**config.mk**
```make
export PLATFORM = sky130hd
export DESIGN_NAME = video_timing_flag_insert
export DESIGN_NICKNAME = d
export VERILOG_FILES = /design/src/pkg/timing_flag_pkg.sv /design/src/rtl/video_timing_flag_insert.sv
export SDC_FILE = /design/constraint.sdc
export NUM_CORES = 1
export LEC_CHECK = 0
export BUFFER_PORTS_ARGS = -buffer_cell sky130_fd_sc_hd__buf_2
export CELL_PAD_IN_SITES_DETAIL_PLACEMENT = 0
export CELL_PAD_IN_SITES_GLOBAL_PLACEMENT = 2
export CORE_AREA = 8 8 157 159
export DETAILED_ROUTE_END_ITERATION = 8
export DIE_AREA = 0 0 165 167
export PLACE_DENSITY_LB_ADDON = 0.1
export SETUP_SLACK_MARGIN = 0.1
export SYNTH_ARGS = -nofsm -noshare
export SYNTH_HDL_FRONTEND = slang
export SYNTH_SLANG_ARGS = --single-unit
```
**constraint.sdc**
```tcl
create_clock -name aclk -period 5.15 [get_ports aclk]
set_input_delay 1.03 -clock aclk [delete_from_list [all_inputs] [get_ports aclk]]
set_output_delay 1.03 -clock aclk [all_outputs]
set_load 0.01 [all_outputs]
```
**src/pkg/timing_flag_pkg.sv**
```systemverilog
// package for the timing flag insertion block
`default_nettype none
package timing_flag_pkg;
  localparam int unsigned data_w = 32;
  localparam int unsigned word_w = 20;
  // register byte offsets
  localparam logic [11:0] ctrl_offset = 12'h000;
  localparam logic [11:0] status_offset = 12'h004;
  localparam logic [11:0] count_offset = 12'h008;
  // control field positions
  localparam int unsigned ctrl_detect_bit = 0;
  localparam int unsigned ctrl_ioproc_bit = 1;
  localparam int unsigned ctrl_test_bit = 2;
  localparam int unsigned ctrl_rate_lsb = 3;
  localparam logic [31:0] ctrl_reset = 32'h0000_0002;
  // status field positions
  localparam int unsigned stat_v_bit = 0;
  localparam int unsigned stat_f_bit = 1;
  localparam int unsigned stat_test_bit = 2;
  localparam int unsigned stat_rate_lsb = 3;
  // position of f and v in the timing reference xyz word (low ten bits)
  localparam int unsigned xyz_f_bit = 8;
  localparam int unsigned xyz_v_bit = 7;
  localparam logic [1:0] resp_okay = 2'b00;
  localparam logic [1:0] resp_slverr = 2'b10;
  typedef enum logic [1:0] {
    rate_hd = 2'h0,
    rate_hd_1001 = 2'h1,
    rate_sd = 2'h2
  } rate_t;
  typedef struct packed {
    logic v;
    logic f;
  } flags_t;
  typedef struct packed {
    logic select;
    logic serial_out;
    logic serial_in;
    logic serial_clk;
  } shared_pins_t;
endpackage
`default_nettype wire

```
**src/rtl/video_timing_flag_insert.sv**
```systemverilog
// timing flag insertion into timing reference words with axi4-lite control
`timescale 1ns/10ps
`default_nettype none
// Operation
// - v input sets v bit of each timing word when detect off, processing on
// - v input ignored while embedded timing detect is on
// - f input sets f bit of each timing word when detect off, processing on
// - f input ignored while embedded timing detect is on
// - test select high routes four shared pins to boundary scan
// - test select low routes four shared pins to serial host port
// - output rate is hd, hd divided by 1.001, or sd
module video_timing_flag_insert #(
  parameter int unsigned word_w = timing_flag_pkg::word_w
) (
  input wire logic aclk,
  input wire logic aresetn,
  input wire logic [31:0] s_axi_awaddr,
  input wire logic s_axi_awvalid,
  output logic s_axi_awready,
  input wire logic [31:0] s_axi_wdata,
  input wire logic [3:0] s_axi_wstrb,
  input wire logic s_axi_wvalid,
  output logic s_axi_wready,
  output logic [1:0] s_axi_bresp,
  output logic s_axi_bvalid,
  input wire logic s_axi_bready,
  input wire logic [31:0] s_axi_araddr,
  input wire logic s_axi_arvalid,
  output logic s_axi_arready,
  output logic [31:0] s_axi_rdata,
  output logic [1:0] s_axi_rresp,
  output logic s_axi_rvalid,
  input wire logic s_axi_rready,
  input wire logic [word_w-1:0] video_in,
  input wire logic trs_in,
  input wire timing_flag_pkg::flags_t flags_in,
  output logic [word_w-1:0] video_out,
  output logic trs_out,
  output timing_flag_pkg::rate_t rate_class_select,
  input wire timing_flag_pkg::shared_pins_t pins_in,
  output logic shared_serial_out_pin,
  output logic shared_serial_out_pin_oe,
  output timing_flag_pkg::shared_pins_t scan_pins,
  output timing_flag_pkg::shared_pins_t serial_host_port,
  input wire logic scan_serial_out,
  input wire logic host_serial_out
);
  logic [31:0] ctrl;
  logic [31:0] trs_count;
  logic embedded_timing_detect;
  logic io_processing_enable;
  logic test_select;
  logic insert_en;
  logic aw_held;
  logic w_held;
  logic [11:0] aw_addr;
  logic [31:0] w_data;
  logic [3:0] w_strb;
  logic [31:0] next_rdata;
  logic [1:0] next_rresp;
  logic [11:0] ar_addr;
  logic rate_ok;
  timing_flag_pkg::flags_t flags_q;

  assign embedded_timing_detect = ctrl[timing_flag_pkg::ctrl_detect_bit];
  assign io_processing_enable = ctrl[timing_flag_pkg::ctrl_ioproc_bit];
  assign test_select = ctrl[timing_flag_pkg::ctrl_test_bit];
  assign insert_en = !embedded_timing_detect && io_processing_enable;
  assign rate_class_select =
    timing_flag_pkg::rate_t'(ctrl[timing_flag_pkg::ctrl_rate_lsb +: 2]);

  // only the three line rates may be stored
  assign rate_ok = w_data[timing_flag_pkg::ctrl_rate_lsb +: 2] inside {
    timing_flag_pkg::rate_hd, timing_flag_pkg::rate_hd_1001,
    timing_flag_pkg::rate_sd};

  // write address and data may come in either order
  assign s_axi_awready = !aw_held && !s_axi_bvalid;
  assign s_axi_wready = !w_held && !s_axi_bvalid;

  always_ff @(posedge aclk) begin
    if (!aresetn) begin
      aw_held <= 1'b0;
      aw_addr <= '0;
    end else if (s_axi_awvalid && s_axi_awready) begin
      aw_held <= 1'b1;
      aw_addr <= s_axi_awaddr[11:0];
    end else if (aw_held && w_held) begin
      aw_held <= 1'b0;
    end
  end

  always_ff @(posedge aclk) begin
    if (!aresetn) begin
      w_held <= 1'b0;
      w_data <= '0;
      w_strb <= '0;
    end else if (s_axi_wvalid && s_axi_wready) begin
      w_held <= 1'b1;
      w_data <= s_axi_wdata;
      w_strb <= s_axi_wstrb;
    end else if (aw_held && w_held) begin
      w_held <= 1'b0;
    end
  end

  // control register write, byte lanes honoured
  always_ff @(posedge aclk) begin
    if (!aresetn) begin
      ctrl <= timing_flag_pkg::ctrl_reset;
    end else if (aw_held && w_held &&
                 aw_addr == timing_flag_pkg::ctrl_offset) begin
      for (int i = 0; i < 4; i++) begin
        if (w_strb[i]) begin
          ctrl[i*8 +: 8] <= w_data[i*8 +: 8];
        end
      end
      if (!rate_ok) begin
        ctrl[timing_flag_pkg::ctrl_rate_lsb +: 2] <=
          ctrl[timing_flag_pkg::ctrl_rate_lsb +: 2];
      end
    end
  end

  always_ff @(posedge aclk) begin
    if (!aresetn) begin
      s_axi_bvalid <= 1'b0;
      s_axi_bresp <= timing_flag_pkg::resp_okay;
    end else if (aw_held && w_held) begin
      s_axi_bvalid <= 1'b1;
      s_axi_bresp <= (aw_addr == timing_flag_pkg::ctrl_offset) ?
        timing_flag_pkg::resp_okay : timing_flag_pkg::resp_slverr;
    end else if (s_axi_bready) begin
      s_axi_bvalid <= 1'b0;
    end
  end

  // read path
  assign s_axi_arready = !s_axi_rvalid;
  assign ar_addr = s_axi_araddr[11:0];

  always_comb begin
    next_rdata = '0;
    next_rresp = timing_flag_pkg::resp_okay;
    case (ar_addr)
      timing_flag_pkg::ctrl_offset: begin
        next_rdata = ctrl;
      end
      timing_flag_pkg::status_offset: begin
        next_rdata[timing_flag_pkg::stat_v_bit] = flags_q.v;
        next_rdata[timing_flag_pkg::stat_f_bit] = flags_q.f;
        next_rdata[timing_flag_pkg::stat_test_bit] = test_select;
        next_rdata[timing_flag_pkg::stat_rate_lsb +: 2] = rate_class_select;
      end
      timing_flag_pkg::count_offset: begin
        next_rdata = trs_count;
      end
      default: begin
        next_rresp = timing_flag_pkg::resp_slverr;
      end
    endcase
  end

  always_ff @(posedge aclk) begin
    if (!aresetn) begin
      s_axi_rvalid <= 1'b0;
      s_axi_rdata <= '0;
      s_axi_rresp <= timing_flag_pkg::resp_okay;
    end else if (s_axi_arvalid && s_axi_arready) begin
      s_axi_rvalid <= 1'b1;
      s_axi_rdata <= next_rdata;
      s_axi_rresp <= next_rresp;
    end else if (s_axi_rready) begin
      s_axi_rvalid <= 1'b0;
    end
  end

  // flags taken on the same edge as their word
  always_ff @(posedge aclk) begin
    if (!aresetn) begin
      flags_q <= '0;
    end else begin
      flags_q <= flags_in;
    end
  end

  // video pipeline, one stage, flags overwrite timing word bits
  always_ff @(posedge aclk) begin
    if (!aresetn) begin
      video_out <= '0;
      trs_out <= 1'b0;
    end else begin
      video_out <= video_in;
      trs_out <= trs_in;
      if (trs_in && insert_en) begin
        video_out[timing_flag_pkg::xyz_v_bit] <= flags_in.v;
        video_out[timing_flag_pkg::xyz_f_bit] <= flags_in.f;
      end
    end
  end

  always_ff @(posedge aclk) begin
    if (!aresetn) begin
      trs_count <= '0;
    end else if (trs_in) begin
      trs_count <= trs_count + 32'h0000_0001;
    end
  end

  // shared pin steering
  always_comb begin
    scan_pins = '0;
    serial_host_port = '0;
    if (test_select) begin
      scan_pins = pins_in;
      shared_serial_out_pin = scan_serial_out;
    end else begin
      serial_host_port = pins_in;
      shared_serial_out_pin = host_serial_out;
    end
  end
  assign shared_serial_out_pin_oe = 1'b1;
endmodule
`default_nettype wire

```
==> flow_summary.json <==
{
  "io_buffers": 166,
  "end_kind": "flop",
  "grt_remaining_overflow": 0,
  "cts_resized": 0,
  "status": "finished, final reports clean",
  "post-synth-top-area-cell": "dfxtp_1",
  "synthAdderAreaFrac_pct": 0.187,
  "max-cap-violations": 0,
  "synth_mux_area_share_pct": 4.94,
  "synth_compound_area_share_pct": 15.0,
  "syn_avg_cell_area_um2": 8.54,
  "cp_cell_sequence": "buf_2, clkinv_2, nor2_1, buf_4, nand2_1, o21ai_0",
  "cts.sinks": 173,
  "clk_pin_slew_ps": 60,
  "grt_pass1_wl_um": 30000,
  "hp-class": "reg -> reg",
  "crit_path_max_fanout": 58,
  "holdBufCountCts": 0,
  "synth_top_family_by_area": "simple AND/OR/NAND/NOR gates",
  "diodes": 0,
  "timing.final.crit_share_pct": 52.7,
  "async_reset_ff_share_pct": 0,
  "p_sw_mw": 0.682,
  "p_seq_share_pct": 46.3,
  "fillers": 2352,
  "synth_simple_gate_area_share_pct": 21.7,
  "layout_min_cycle_time_ps": 2710,
  "grt_max_degree": 59,
  "drive_gt1_share_pct": 22.3,
  "synth_top_area_share_pct": 51.6,
  "final_hold_viol_count": 0,
  "synth.most_common_cell": "dfxtp_1",
  "synthTopCellsByCount": "dfxtp_1 (173), nand2_1 (143), a21oi_1 (101)",
  "fmax_ghz": 0.369,
  "critPathRequiredTime_ps": 5460,
  "cp_slowest_cell": "clkinv_2",
  "rsz0062_at_grt": "no",
  "drt_iter0_drc": 305,
  "gr-usage-all-layers_pct": 13.4,
  "numCtsBuffers": 17,
  "gp_congestion": 0.772,
  "place_ws_ps": 1930,
  "maxSlewViolCount": 0,
  "clk_path_buf_depth": 2,
  "via_count": 5748,
  "irDropWorstVdd_mv": 0.197,
  "synth_warnings": 0,
  "rows": 55,
  "die-area_mm2": 0.0276,
  "crit_type": "in -> reg",
  "setup_viol": 0,
  "cp-start-kind": "input pin",
  "max_slew_margin_pct": 27.2,
  "die_h_um": 167,
  "leakagePower_nw": 3.30,
  "power.internal_mw": 2.35,
  "nNetsFinal": 1055,
  "clk_latency_ps": 420,
  "fin_skew_ps": 10.3,
  "worst_pin_slew_ps": 1090,
  "synthFlopType": "dfxtp_1",
  "syn_inst": 785,
  "cpPeakStageDelay_ps": 800,
  "p_clk_share_pct": 47.3,
  "antenna_left": 0,
  "routed_wl_um": 18500,
  "area_growth_pct": 24.3,
  "start_util_pct": 30.2,
  "via_per_inst": 4.73,
  "antenna_found_initial": 0,
  "die_x_um": 165,
  "synth_xor_area_share_pct": 1.70,
  "swShare_pct": 22.5,
  "wire_per_inst_um": 15.2,
  "drcViolationCount": 0,
  "synth_sequential_area_ratio_pct": 51.6,
  "fin_tns_setup_ps": 0,
  "synth_cell_types": 41,
  "worst_slack_ps": 2440,
  "comb_power_share_pct": 6.4,
  "firstDrtPassIters": 4,
  "synth_seq_cells": 173,
  "synthTopCellsByArea": "dfxtp_1 (52%), nand2_1 (8.0%), a21oi_1 (7.5%)",
  "postCtsSetupRepairBufs": 0,
  "clock-root-buffer": "clkbuf_16",
  "syn_area_mm2": 0.00671,
  "grt_pass1_vias": 5775,
  "p_per_area_mw_per_mm2": 364,
  "place_hpwl_um": 13600,
  "arrival_ps": 3030,
  "cts_tree": "built",
  "pin_count": 210,
  "cts.htree.levels": 4,
  "synth_edf_count": 0,
  "fp.coreArea_mm2": 0.0222
}
[per-layer routing]
layer | vias to the layer above | share of wire, % | wire, um | global-route usage, %
met3 | 8 | 6.2 | 1150 | 3.82
met1 | 2632 | 51 | 9390 | 18.5
li1 | 2968 | - | - | -
met5 | - | 0 | 0 | 0
met4 | 0 | 0.67 | 124 | 3.45
met2 | 140 | 42 | 7830 | 20.0
[cells by family after synthesis]
logic type | after synthesis
AOI/OAI and AO/OA | 189
and+or+nand+nor | 301
DFF | 173
muxes | 33
other | 2
adders and majority gates | 1
xor gates and xnor gates | 13
buffers and inverters | 73
[worst paths after layout]
check / start / depth (start not counted) / slack (ps) / end
setup / recovery: aresetn / 6 / 2440 / s_axi_rdata[22]$_SDFFE_PN0P_
hold / removal: s_axi_rdata[17]$_SDFFE_PN0P_ / 2 / 450 / s_axi_rdata[17]$_SDFFE_PN0P_
setup reg to reg: aw_addr[11]$_SDFFE_PN0P_ / 4 / 2580 / ctrl[3]$_SDFFE_PN0P_
hold reg to reg: s_axi_rdata[17]$_SDFFE_PN0P_ / 2 / 450 / s_axi_rdata[17]$_SDFFE_PN0P_
[power by group through the flow]
stage	logic [mW]	clock network, mW	registers, mW
after floorplan	0.117	0	1.43
after global placement	0.196	0	1.43
after detailed placement	0.198	0	1.43
after CTS	0.199	1.48	1.40
after global routing	0.220	1.53	1.41
final	0.195	1.43	1.40
[layout by cell type, fill, tap and decap left out, drive strengths merged, types with 11 or more instances in the layout]
master  netlist  routed
or4          14      14
clkbuf       43      20
mux2i        32      32
nor2         26      26
nand3        43      43
nand4        11      11
dfxtp       173     173
nand2       143     143
o21ai        66      66
buf          15     171
and2         28      28
a21oi       101     101
inv          14      18
o31ai        11      11
[registers in the layout (all words and copies together) (netlist names), 2 cells and up]
name         cells
video_out       20
flags_q          2
trs_count       32
w_data          32
aw_addr         12
s_axi_rdata     32
ctrl            32
w_strb           4
[worst max-delay path, delay by kind of cell]
| kind | cells | cell delay, ps |
|---|---|---|
| buf+inv | 3 | 1510 |
| simple gates | 2 | 380 |
| compound gates | 1 | 80 |
[final cells by class]
| cell class | instances | area, um2 | share of cell area, % |
|---|---|---|---|
| Clock buffer | 20 | 457 | 5.48 |
| Clock inverter | 12 | 206 | 2.48 |
| Inverter | 15 | 57.6 | 0.690 |
| Multi-Input combinational cell | 540 | 2930 | 35.1 |
| Sequential cell | 173 | 3460 | 41.5 |
| Tap cell | 285 | 357 | 4.28 |
| Timing Repair Buffer | 171 | 868 | 10.4 |
[per-stage QoR]
stage / area (um2) / util [%] / std cells / power, mW / hold WS, ps
after floorplan: 6710 / - / 786 / 1.55 / 436
after global placement: 7670 / 34.5 / 1184 / 1.63 / 435
after detailed placement: 7670 / 34.5 / 1184 / 1.63 / 438
after CTS: 8340 / 37.5 / 1216 / 3.09 / 453
after global routing: 8340 / 37.5 / 1216 / 3.16 / 465
final: 8340 / 37.5 / 1216 / 3.03 / 448
(Power assumes the default switching activity.)
